File: src/verilog/pmc_pkg.sv
// Purpose: Constants and types shared by the power mode controller
// Assumes: 10 MHz system clock
// Notes:   Wakeup times are printed in ns and turned into cycle counts
package pmc_pkg;

  // ****************************************
  // Modes and states
  // ****************************************
  typedef enum logic [2:0] {
    PMC_ST_ACTIVE    = 3'h0,
    PMC_ST_ALT       = 3'h1,
    PMC_ST_SLEEP     = 3'h2,
    PMC_ST_HIBERNATE = 3'h3,
    PMC_ST_WAKE      = 3'h4
  } pmc_state_t;

  typedef enum logic [1:0] {
    PMC_REQ_ACTIVE    = 2'h0,
    PMC_REQ_ALT       = 2'h1,
    PMC_REQ_SLEEP     = 2'h2,
    PMC_REQ_HIBERNATE = 2'h3
  } pmc_req_t;

  // ****************************************
  // Widths and field positions
  // ****************************************
  localparam int unsigned NUM_SUBSYS            = 8;
  localparam int unsigned NUM_WAKE              = 6;
  localparam int unsigned WK_CMP                = 0;
  localparam int unsigned WK_PIN                = 1;
  localparam int unsigned WK_I2C                = 2;
  localparam int unsigned WK_RTC                = 3;
  localparam int unsigned WK_TW                 = 4;
  localparam int unsigned WK_LOW_VOLTAGE_DETECT = 5;

  localparam logic [NUM_WAKE-1:0]   SLEEP_WAKE_MASK = 6'h3F;
  localparam logic [NUM_WAKE-1:0]   HIB_WAKE_MASK   = 6'h02;
  localparam logic [NUM_SUBSYS-1:0] SLEEP_KEEP_MASK = 8'h00;

  // ****************************************
  // Timing
  // ****************************************
  localparam int unsigned CLK_PERIOD_NS     = 100;
  localparam int unsigned SLEEP_WAKE_NS     = 15000;
  localparam int unsigned HIB_WAKE_NS       = 100000;
  // Load values keep three cycles back for load, timer done and mode registers, so wake stays under the limit
  localparam int unsigned SLEEP_WAKE_CYC    = (SLEEP_WAKE_NS / CLK_PERIOD_NS) - 3;
  localparam int unsigned HIB_WAKE_CYC      = (HIB_WAKE_NS / CLK_PERIOD_NS) - 3;
  localparam int unsigned WAKE_CNT_W        = 10;
  localparam logic [WAKE_CNT_W-1:0] SLEEP_WAKE_CNT = WAKE_CNT_W'(SLEEP_WAKE_CYC);
  localparam logic [WAKE_CNT_W-1:0] HIB_WAKE_CNT   = WAKE_CNT_W'(HIB_WAKE_CYC);

endpackage

File: src/verilog/pmc_wake_timer.sv
// Purpose: Down-counter timing the resume after a wakeup event
// Assumes: Load and count share the system clock
// Notes:   o_done pulses for one cycle when the count runs out
`timescale 1ns/1ns
module pmc_wake_timer (
  input  wire logic                           i_sys_clk,
  input  wire logic                           i_resetn,
  input  wire logic                           i_load,
  input  wire logic [pmc_pkg::WAKE_CNT_W-1:0] i_count,
  output logic                                o_busy,
  output logic                                o_done
);

  logic [pmc_pkg::WAKE_CNT_W-1:0] cnt_q;
  logic                           busy_q;
  logic                           done_q;

  always_ff @(posedge i_sys_clk or negedge i_resetn) begin
    if (!i_resetn) begin
      cnt_q  <= '0;
      busy_q <= 1'b0;
      done_q <= 1'b0;
    end else begin
      done_q <= 1'b0;
      if (i_load) begin
        cnt_q  <= i_count;
        busy_q <= 1'b1;
      end else if (busy_q) begin
        if (cnt_q == '0) begin
          busy_q <= 1'b0;
          done_q <= 1'b1;
        end else begin
          cnt_q <= cnt_q - 1'b1;
        end
      end
    end
  end

  assign o_busy = busy_q;
  assign o_done = done_q;

endmodule

File: src/verilog/pmc_power_mode_controller.sv
// Purpose: Power mode controller choosing among four operating modes
// Assumes: Inputs synchronous to i_sys_clk; i_resetn is the external reset pin path
// Notes:   Mode requests are one-cycle strobes with a mode code
//
// Overview of operation
// - Four modes ranked by consumption: active, alternate active, sleep, hibernate.
// - Active entered on reset, wakeup or request; an interrupt returns to active from alternate active only.
// - In active each subsystem enable follows its bit of the active template.
// - Alternate active entered only by request, uses own template, interrupt wakes.
// - Sleep entry forces all subsystems off regardless of templates.
// - Sleep keeps slow clocks; listed events wake within 15 us.
// - Hibernate stops all clocks and peripherals, state kept.
// - Only pin interrupt leaves hibernate, within 100 us; only external reset resets.
`timescale 1ns/1ns
module pmc_power_mode_controller (
  input  wire logic                           i_sys_clk,
  input  wire logic                           i_resetn,
  input  wire logic                           i_mode_req,
  input  wire logic [1:0]                     i_mode_sel,
  input  wire logic [pmc_pkg::NUM_SUBSYS-1:0] i_active_template,
  input  wire logic [pmc_pkg::NUM_SUBSYS-1:0] i_alt_template,
  input  wire logic                           i_irq,
  input  wire logic [pmc_pkg::NUM_WAKE-1:0]   i_wake_evt,
  input  wire logic                           i_io_supply_ok,
  output logic      [pmc_pkg::NUM_SUBSYS-1:0] o_subsys_en,
  output logic      [1:0]                     o_mode,
  output logic                                o_cpu_run,
  output logic                                o_fast_clk_en,
  output logic                                o_slow_clk_en,
  output logic                                o_retain,
  output logic                                o_wake_pulse
);

  // ****************************************
  // State
  // ****************************************
  pmc_pkg::pmc_state_t                 state_q;
  pmc_pkg::pmc_state_t                 state_d;
  logic [pmc_pkg::NUM_SUBSYS-1:0]      en_q;
  logic [1:0]                          mode_q;
  logic                                fast_q;
  logic                                slow_q;
  logic                                retain_q;
  logic                                wake_pulse_q;
  logic                                low_ok;
  logic                                sleep_hit;
  logic                                hib_hit;
  logic                                tmr_load;
  logic [pmc_pkg::WAKE_CNT_W-1:0]      tmr_count;
  logic                                tmr_done;

  assign low_ok    = i_io_supply_ok;
  assign sleep_hit = |(i_wake_evt & pmc_pkg::SLEEP_WAKE_MASK);
  assign hib_hit   = |(i_wake_evt & pmc_pkg::HIB_WAKE_MASK);

  // ****************************************
  // Mode transitions
  // ****************************************
  always_comb begin
    state_d   = state_q;
    tmr_load  = 1'b0;
    tmr_count = pmc_pkg::SLEEP_WAKE_CNT;
    unique case (state_q)
      pmc_pkg::PMC_ST_ACTIVE, pmc_pkg::PMC_ST_ALT: begin
        if (i_mode_req) begin
          unique case (pmc_pkg::pmc_req_t'(i_mode_sel))
            pmc_pkg::PMC_REQ_ACTIVE:    state_d = pmc_pkg::PMC_ST_ACTIVE;
            pmc_pkg::PMC_REQ_ALT:       state_d = pmc_pkg::PMC_ST_ALT;
            pmc_pkg::PMC_REQ_SLEEP: begin
              if (low_ok) begin
                state_d = pmc_pkg::PMC_ST_SLEEP;
              end
            end
            pmc_pkg::PMC_REQ_HIBERNATE: begin
              if (low_ok) begin
                state_d = pmc_pkg::PMC_ST_HIBERNATE;
              end
            end
          endcase
        end else if (i_irq && state_q == pmc_pkg::PMC_ST_ALT) begin
          state_d = pmc_pkg::PMC_ST_ACTIVE;
        end
      end
      pmc_pkg::PMC_ST_SLEEP: begin
        if (sleep_hit) begin
          state_d   = pmc_pkg::PMC_ST_WAKE;
          tmr_load  = 1'b1;
          tmr_count = pmc_pkg::SLEEP_WAKE_CNT;
        end
      end
      pmc_pkg::PMC_ST_HIBERNATE: begin
        if (hib_hit) begin
          state_d   = pmc_pkg::PMC_ST_WAKE;
          tmr_load  = 1'b1;
          tmr_count = pmc_pkg::HIB_WAKE_CNT;
        end
      end
      pmc_pkg::PMC_ST_WAKE: begin
        if (tmr_done) begin
          state_d = pmc_pkg::PMC_ST_ACTIVE;
        end
      end
      default: state_d = pmc_pkg::PMC_ST_ACTIVE;
    endcase
  end

  // ****************************************
  // Wake timer
  // ****************************************
  pmc_wake_timer u_wake_timer (
    .i_sys_clk (i_sys_clk),
    .i_resetn  (i_resetn),
    .i_load    (tmr_load),
    .i_count   (tmr_count),
    .o_busy    (),
    .o_done    (tmr_done)
  );

  // ****************************************
  // State register
  // ****************************************

  always_ff @(posedge i_sys_clk or negedge i_resetn) begin
    if (!i_resetn) begin
      state_q <= pmc_pkg::PMC_ST_ACTIVE;
    end else begin
      state_q <= state_d;
    end
  end

  // ****************************************
  // Subsystem gating
  // ****************************************
  for (genvar g = 0; g < pmc_pkg::NUM_SUBSYS; g++) begin : g_gate
    logic gate_q;
    always_ff @(posedge i_sys_clk or negedge i_resetn) begin
      if (!i_resetn) begin
        gate_q <= 1'b0;
      end else begin
        unique case (state_d)
          pmc_pkg::PMC_ST_ACTIVE:    gate_q <= i_active_template[g];
          pmc_pkg::PMC_ST_ALT:       gate_q <= i_alt_template[g];
          pmc_pkg::PMC_ST_SLEEP:     gate_q <= pmc_pkg::SLEEP_KEEP_MASK[g];
          pmc_pkg::PMC_ST_HIBERNATE: gate_q <= 1'b0;
          pmc_pkg::PMC_ST_WAKE:      gate_q <= 1'b0;
          default:                   gate_q <= 1'b0;
        endcase
      end
    end
    assign en_q[g] = gate_q;
  end

  // ****************************************
  // Clocks, retention and mode code
  // ****************************************
  always_ff @(posedge i_sys_clk or negedge i_resetn) begin
    if (!i_resetn) begin
      mode_q   <= 2'h0;
      fast_q   <= 1'b1;
      slow_q   <= 1'b1;
      retain_q <= 1'b0;
    end else begin
      unique case (state_d)
        pmc_pkg::PMC_ST_ACTIVE: begin
          mode_q   <= 2'h0;
          fast_q   <= 1'b1;
          slow_q   <= 1'b1;
          retain_q <= 1'b0;
        end
        pmc_pkg::PMC_ST_ALT: begin
          mode_q   <= 2'h1;
          fast_q   <= 1'b1;
          slow_q   <= 1'b1;
          retain_q <= 1'b0;
        end
        pmc_pkg::PMC_ST_SLEEP: begin
          mode_q   <= 2'h2;
          fast_q   <= 1'b0;
          slow_q   <= 1'b1;
          retain_q <= 1'b1;
        end
        pmc_pkg::PMC_ST_HIBERNATE: begin
          mode_q   <= 2'h3;
          fast_q   <= 1'b0;
          slow_q   <= 1'b0;
          retain_q <= 1'b1;
        end
        pmc_pkg::PMC_ST_WAKE: begin
          mode_q   <= 2'h0;
          fast_q   <= 1'b0;
          slow_q   <= 1'b1;
          retain_q <= 1'b0;
        end
        default: begin
          mode_q   <= 2'h0;
          fast_q   <= 1'b1;
          slow_q   <= 1'b1;
          retain_q <= 1'b0;
        end
      endcase
    end
  end

  always_ff @(posedge i_sys_clk or negedge i_resetn) begin
    if (!i_resetn) begin
      wake_pulse_q <= 1'b0;
    end else begin
      wake_pulse_q <= (state_q == pmc_pkg::PMC_ST_WAKE) && tmr_done;
    end
  end

  // ****************************************
  // Outputs
  // ****************************************
  assign o_subsys_en   = en_q;
  assign o_mode        = mode_q;
  assign o_cpu_run     = fast_q;
  assign o_fast_clk_en = fast_q;
  assign o_slow_clk_en = slow_q;
  assign o_retain      = retain_q;
  assign o_wake_pulse  = wake_pulse_q;

endmodule

File: config.mk
export PLATFORM = sky130hd
export DESIGN_NAME = pmc_power_mode_controller
export DESIGN_NICKNAME = d
export VERILOG_FILES = /design/src/verilog/pmc_pkg.sv /design/src/verilog/pmc_wake_timer.sv /design/src/verilog/pmc_power_mode_controller.sv
export SDC_FILE = /design/constraint.sdc
export NUM_CORES = 1
export LEC_CHECK = 0
export BUFFER_PORTS_ARGS = -buffer_cell sky130_fd_sc_hd__buf_2
export CORE_MARGIN = 2
export CORE_UTILIZATION = 46
export CTS_CLUSTER_SIZE = 14
export DETAILED_ROUTE_END_ITERATION = 8
export GPL_ROUTABILITY_DRIVEN = 0
export PLACE_DENSITY = 0.75
export SKIP_CTS_REPAIR_TIMING = 1
export SYNTH_ARGS = -nofsm -noshare
export SYNTH_HDL_FRONTEND = slang
export SYNTH_SLANG_ARGS = --single-unit
File: constraint.sdc
create_clock -name i_sys_clk -period 1.8 [get_ports i_sys_clk]
set_input_delay 0.09 -clock i_sys_clk [delete_from_list [all_inputs] [get_ports i_sys_clk]]
set_output_delay 0.09 -clock i_sys_clk [all_outputs]
set_load 0.005 [all_outputs]
==> results.cfg, run 1 <==
[grt]
grt-ovfl-total = 0
use_met3 = 0.04202
grt.total_usage = 0.2018
gr-usage-met2 = 0.3663
grt_max_degree = 30
antenna_found_initial = 0
met1_usage = 0.2128
top_usage_layer = met2
grt_pass1_vias = 1293
grt_pass1_wl_mm = 5.506

[worst_setup_path]
crit_buf_inv = 1
critPathRequiredTime_ps = 2020
critPathLaunchType = flip-flop
crit_path_max_fanout = 3
end_kind = flip-flop
crit_type = flip-flop to flip-flop
critPathArrivalTime_ps = 1930
critPathSlowestCell = dfrtp_1
critPathMaxStageDelay_ps = 410
path_delay_family = compound AO/OA/AOI/OAI gates
worstPathCellList = inv_1 -> ha_1 -> nor2b_4 -> a41oi_2 -> nor2_4 -> nor2_1 -> a221o_1

[final_layout]
antenna_cells = 0
layout.nets = 244
final_cell_mix = buf_2 (43), dfrtp_1 (27), a21oi_1 (18), nand2_1 (15), buf_4 (11)
postLayoutCoreUtil = 0.6278
final_layout_size_suffix_gt1_frac = 0.3442
area_growth_pct = 28.47
layout_commonest_cell = buf_2
final_cell_count_no_fill = 259

[timing]
finClkSkew_ps = 7.287
period_share = 0.9508
period_needed_ps = 1711
rsz0062_at_grt = no
relSlewSlack = 0.5695
slew_violations = 0
finalHoldViolCount = 1
tightest_slew_ps = 645.7
setup_viol = 0
timing.hold.ws_ps = -5.799
setup_ws_ps = 88.55
clock.fmax_ghz = 0.5843

[flow_run]
cap_violations = 0

[clock_network]
clk_path_buf_depth = 2
cts.sinks = 29
clock_latency_ps = 330
cts_buffers = 5
htree_levels = 2
cts.clk_slew.worst_paths_ps = 100
cts_root_buf = clkbuf_4
cts_tree = yes

[power]
power_density_nw_per_um2 = 1310
peakVddDrop_uv = 625.2
swShare = 0.3812
power_frac_comb = 0.432
power_mw = 2.551
internal_power_mw = 1.579
p_sw_mw = 0.9726
p_clk_frac = 0.151
seq_power_share = 0.418
power.leakage_nw = 0.9189

[placed_design]
dp_hpwl_mm = 2.562
preCtsSetupSlack_ps = 9.513
port_buffers = 43
placedCellCount = 239

[die]
fp.dieArea_um2 = 3772
pin_count = 44
core_area_um2 = 3103
die_w_um = 61.42
num_rows = 20
start_util = 0.4887
fp.dieH_um = 61.42

[logic_synthesis]
synth_fa_ha_area_frac = 0.008251
synth_nets = 186
synth_xor_area_frac = 0.02310
syn-instance-count = 156
synthArstFlopShare = 1.000
ys_seq_elements = 29
synth_edf_count = 0
synth_simple_gate_area_share = 0.2591
synth_compound_area_frac = 0.1551
syn_area_per_cell_um2 = 9.721
netlist_area_um2 = 1516
synth_cell_types = 41
synth-main-ff-cell = dfrtp_1
synth_warnings = 0
synthMuxAreaShare = 0
synth_top_family_by_area = simple AND/OR/NAND/NOR gates
yosysSeqAreaShare = 0.4802

[status]
violations = hold timing
status = complete, but fails checks

[drt]
ant_nets = 0
wl_mm = 3.648
vias = 1405
drt_iter0_drc = 46
wire_per_inst_um = 14.08
drt_first_pass_iters = 4
avgViaCountPerCell = 5.425
drc = 0

[min_path]
holdCritPathClass = input pin to flip-flop
tightest hold or removal path, delay by kind of cell:
kind / cells / cell delay, ps
simple gates: 1 / 50
compound gates: 1 / 50
buf+inv: 1 / 100
area by class of cell:
cell class / instances / area (µm²)
Tap cell: 44 / 55.05
Clock buffer: 6 / 41.29
Fill cell: 277 / 1155
Sequential cell: 29 / 728.2
Multi-Input combinational cell: 107 / 689.4
Clock inverter: 2 / 10.01
Inverter: 7 / 26.28
Timing Repair Buffer: 64 / 397.9
cell families after synthesis:
kind of cell | Yosys count
DFF | 29
AOI/OAI and AO/OA | 35
and+or+nand+nor | 67
adders and majority gates | 1
xor gates and xnor gates | 4
buffers and inverters | 20
flip-flops by register name (all words and copies together) (netlist names):
register and count:
o_retain 1, o_cpu_run 1, u_wake_timer.o_done 1, o_slow_clk_en 1
u_wake_timer.o_busy 1, o_mode 2, u_wake_timer.cnt_q 10, o_wake_pulse 1
state_q 3, g_gate.gate_q 8
power by group through the flow:
| stage | registers [mW] | logic (mW) | clock network [mW] |
|---|---|---|---|
| CTS | 1.05 | 1.04 | 0.395 |
| floorplan | 1.02 | 0.798 | 0 |
| global route | 1.09 | 1.22 | 0.425 |
| detailed placement | 1.06 | 1.04 | 0 |
| finish | 1.07 | 1.10 | 0.384 |
| global placement | 1.05 | 0.997 | 0 |
routing by layer:
metal  wire (µm)  up-vias
li1            -      657
met5           0        -
met3         273        9
met2        1926       55
met4          65        0
met1        1383      684
synth_stat cells (all sizes together), types with 2 or more instances:
library cell | instances | area share
nor3b | 2 | 0.0099
inv | 7 | 0.017
a221o | 2 | 0.013
nand2 | 15 | 0.037
nor2 | 12 | 0.036
dfstp | 2 | 0.035
nor3 | 9 | 0.040
a21oi | 18 | 0.059
nand2b | 5 | 0.026
xnor2 | 2 | 0.012
o21ai | 6 | 0.020
xor2 | 2 | 0.012
nand3 | 10 | 0.033
dfrtp | 27 | 0.45
o21a | 2 | 0.0099
nor2b | 4 | 0.016
buf | 12 | 0.054
o22a | 2 | 0.012
nand4b | 2 | 0.012
through the flow:
stage               cell area, µm²  hold slack (ps)  setup TNS [ps]
detailed placement            1770            144.2               0
global route                  1948          -0.8974               0
global placement              1770            137.5               0
finish                        1948           -5.799               0
floorplan                     1519           -205.6               0
CTS                           1822           -218.9          -4.158
final timing paths:
check	start	to	slack, ps	depth (start not counted)
min in group asynchronous	i_resetn	o_mode[1]	310	2
worst min-delay path	i_alt_template[6]	g_gate[6].gate_q	-6	3
worst max-delay path	u_wake_timer.cnt_q[0]	u_wake_timer.cnt_q[5]	90	7
worst min register to register	u_wake_timer.cnt_q[7]	u_wake_timer.cnt_q[7]	520	2
worst max register to register	u_wake_timer.cnt_q[0]	u_wake_timer.cnt_q[5]	90	7
max in group asynchronous	i_resetn	g_gate[1].gate_q	1060	2
Note: power is estimated with default switching activity, not from simulation.
==> run 2, diff against run 1 <==
- CORE_UTILIZATION: 46 -> 47
- PLACE_DENSITY: 0.75 -> 0.76
- SLEW_MARGIN: not set -> 20
- SYNTH_HIERARCHICAL: not set -> 1
==> results.cfg, run 2 <==
[clock_network]
clk_path_buf_depth = 2
cts_tree = yes
htree_levels = 2
cts_buffers = 5
cts.clk_slew.worst_paths_ps = 100
clock_latency_ps = 330
cts_root_buf = clkbuf_4
cts.sinks = 29

[timing]
finClkSkew_ps = 11.71
clock.fmax_ghz = 0.5664
fin_tns_setup_ps = 0
timing.hold.ws_ps = -0.8033
rsz0062_at_grt = yes
period_share = 0.9809
period_needed_ps = 1766
setup_viol = 0
finalHoldViolCount = 1
slew_violations = 0
relSlewSlack = 0.5739
tightest_slew_ps = 639.1

[power]
peakVddDrop_uv = 790.4
power.leakage_nw = 0.9257
power_density_nw_per_um2 = 1487

[drt]
wire_per_inst_um = 14.64
wl_mm = 3.806
dr_wl_met3_um = 207
ant_nets = 0
avgViaCountPerCell = 5.577
drc = 0
drt-met1-wl_mm = 1.431
wl_met2_mm = 2.114
drt_iter0_drc = 118
vias = 1450
top_layer = met4
drt_first_pass_iters = 4

[worst_setup_path]
cp.depth = 5
timing.rr.start = u_wake_timer/cnt_q[6]
r2r-end = u_wake_timer/cnt_q[1]
critPathMaxStageDelay_ps = 450
crit_path_max_fanout = 4
critPathSlowestCell = nor4_2
critPathArrivalTime_ps = 2020
worstPathCellList = buf_4 -> nor4_2 -> a31oi_2 -> mux2_2 -> a21oi_2
crit_buf_inv = 1
critPathLaunchType = flip-flop
regToRegSetupSlack_ps = 30
crit_type = flip-flop to flip-flop
end_kind = flip-flop
path_delay_family = simple AND/OR/NAND/NOR gates
reg2reg_depth = 5
critPathRequiredTime_ps = 2060

[final_layout]
n_fill_cell = 281
layout.nets = 243
finish.instance_area_um2 = 1993
final_cell_mix = buf_2 (43), dfrtp_1 (26), nand2_1 (14), a21oi_1 (12), nand3_1 (11)
layout_commonest_cell = buf_2
postLayoutCoreUtil = 0.6020
final_cell_count_no_fill = 260
antenna_cells = 0
multi_input_area_um2 = 782.0
largest_reg_flops = 10
largestRegisters = u_wake_timer/cnt_q x10, g_gate.gate_q x8, state_q x3
final_layout_size_suffix_gt1_frac = 0.3645
area_growth_pct = 23.87
seqCellArea_um2 = 729.5
regMostFlops = u_wake_timer/cnt_q

[logic_synthesis]
syn-instance-count = 161
synth.top_cell.area_share = 0.4199
synth_warnings = 6
yosysSeqAreaShare = 0.4526
ys_seq_elements = 29
synth_fa_ha_area_frac = 0.007776
netlist_top_cells_area = dfrtp_1 (42%), buf_4 (4.7%), o2111ai_1 (4.4%)
synth_xor_area_frac = 0.005443
synth_common_cells = dfrtp_1 (27), nand2_1 (14), a21oi_1 (12), nand3_1 (11), buf_4 (10)
netlist_area_um2 = 1609
syn_area_per_cell_um2 = 9.994
synth-main-ff-cell = dfrtp_1
synthMuxAreaShare = 0.02644
yosysMostFrequentCell = dfrtp_1
synth.largest_area_cell = dfrtp_1
synth_edf_count = 0
synth_simple_gate_area_share = 0.2317
synthArstFlopShare = 1.000
synth_top_family_by_area = simple AND/OR/NAND/NOR gates
synth_cell_types = 46
synth_compound_area_frac = 0.1960

[grt]
grt_max_degree = 30
grt_pass1_wl_mm = 6.058
grt.total_usage = 0.1967
antenna_found_initial = 0
grt_pass1_vias = 1389
grt-ovfl-total = 0

[die]
num_rows = 21
fp.dieH_um = 62.51
core_area_um2 = 3311
die_w_um = 62.51
start_util = 0.4860
fp.dieArea_um2 = 3908
pin_count = 44

[placed_design]
placedCellCount = 243
dpl_cell_area_um2 = 1836
port_buffers = 43
dp_hpwl_mm = 2.719

[status]
violations = hold timing
status = complete, but fails checks

[min_path]
holdCritPathClass = input pin to flip-flop
min_to = g_gate[4].gate_q
worstHoldPathCells = 3
hp-start = i_alt_template[4]

[flow_run]
cap_violations = 0
## run 2: cell types whose count changed after synthesis, sizes merged, moves of 3 or more
cell     delta
o211a       +3
o2111ai     +8
or4         +6
o211ai      +3
nand2b      -4
a21oi       -5
a31oi       +3
or2         +3
nor2        -3
nor3        -8
## run 2: worst max-delay path by stage
stage / from / endpoint / slack, ps
finish: u_wake_timer/cnt_q[6] / u_wake_timer/cnt_q[1] / 30
global route: u_wake_timer/cnt_q[0] / u_wake_timer/cnt_q[1] / -20
CTS: u_wake_timer/cnt_q[0] / u_wake_timer/cnt_q[1] / 1
detailed placement: u_wake_timer/cnt_q[0] / u_wake_timer/cnt_q[1] / 30
global placement: i_wake_evt[1] / u_wake_timer/cnt_q[6] / 120
floorplan: i_wake_evt[1] / u_wake_timer/cnt_q[6] / 160
## run 2: worst reg2reg max path, cell delays in order (launching register included)
cell     delay [ps]
dfrtp_1         420
buf_4           150
nor4_2          450
a31oi_2         210
mux2_2          320
a21oi_2         130
## run 2: final cells by class
type / count / area share
repair buffers: 57 / 0.1682
clock buffers: 5 / 0.01883
clock inverters: 3 / 0.008788
inverters: 9 / 0.01695
flip-flops and latches: 29 / 0.3660
well taps: 46 / 0.02888
multi-input cells: 111 / 0.3923
## run 2: cells by family (layout without fill, tap and decap cells)
kind of cell | Yosys count | in the layout
other | 2 | 3
adders and majority gates | 1 | 1
muxes | 4 | 4
and+or+nand+nor | 59 | 59
AOI/OAI and AO/OA | 43 | 43
buffers and inverters | 22 | 74
xor gates and xnor gates | 1 | 1
DFF | 29 | 29
## run 2: power breakdown
part	leakage (nW)	internal [mW]	total (mW)	switching (mW)
sequential	0.357	0.938	1.19	0.250
combinational	0.538	0.639	1.39	0.751
clock	0.0310	0.147	0.385	0.238
## run 2: through the flow
stage / total power [mW] / setup slack (ps)
after CTS: 2.878 / 1.342
after floorplan: 2.154 / 155.6
after global routing: 3.213 / -16.41
after detailed placement: 2.483 / 32.43
final: 2.963 / 34.31
after global placement: 2.404 / 119.0
## run 2: per-layer routing
metal / track usage / vias to the layer above
li1: - / 687
met2: 0.3737 / 50
met5: 0 / -
met1: 0.2019 / 707
met4: 0.07500 / 0
met3: 0.05586 / 6
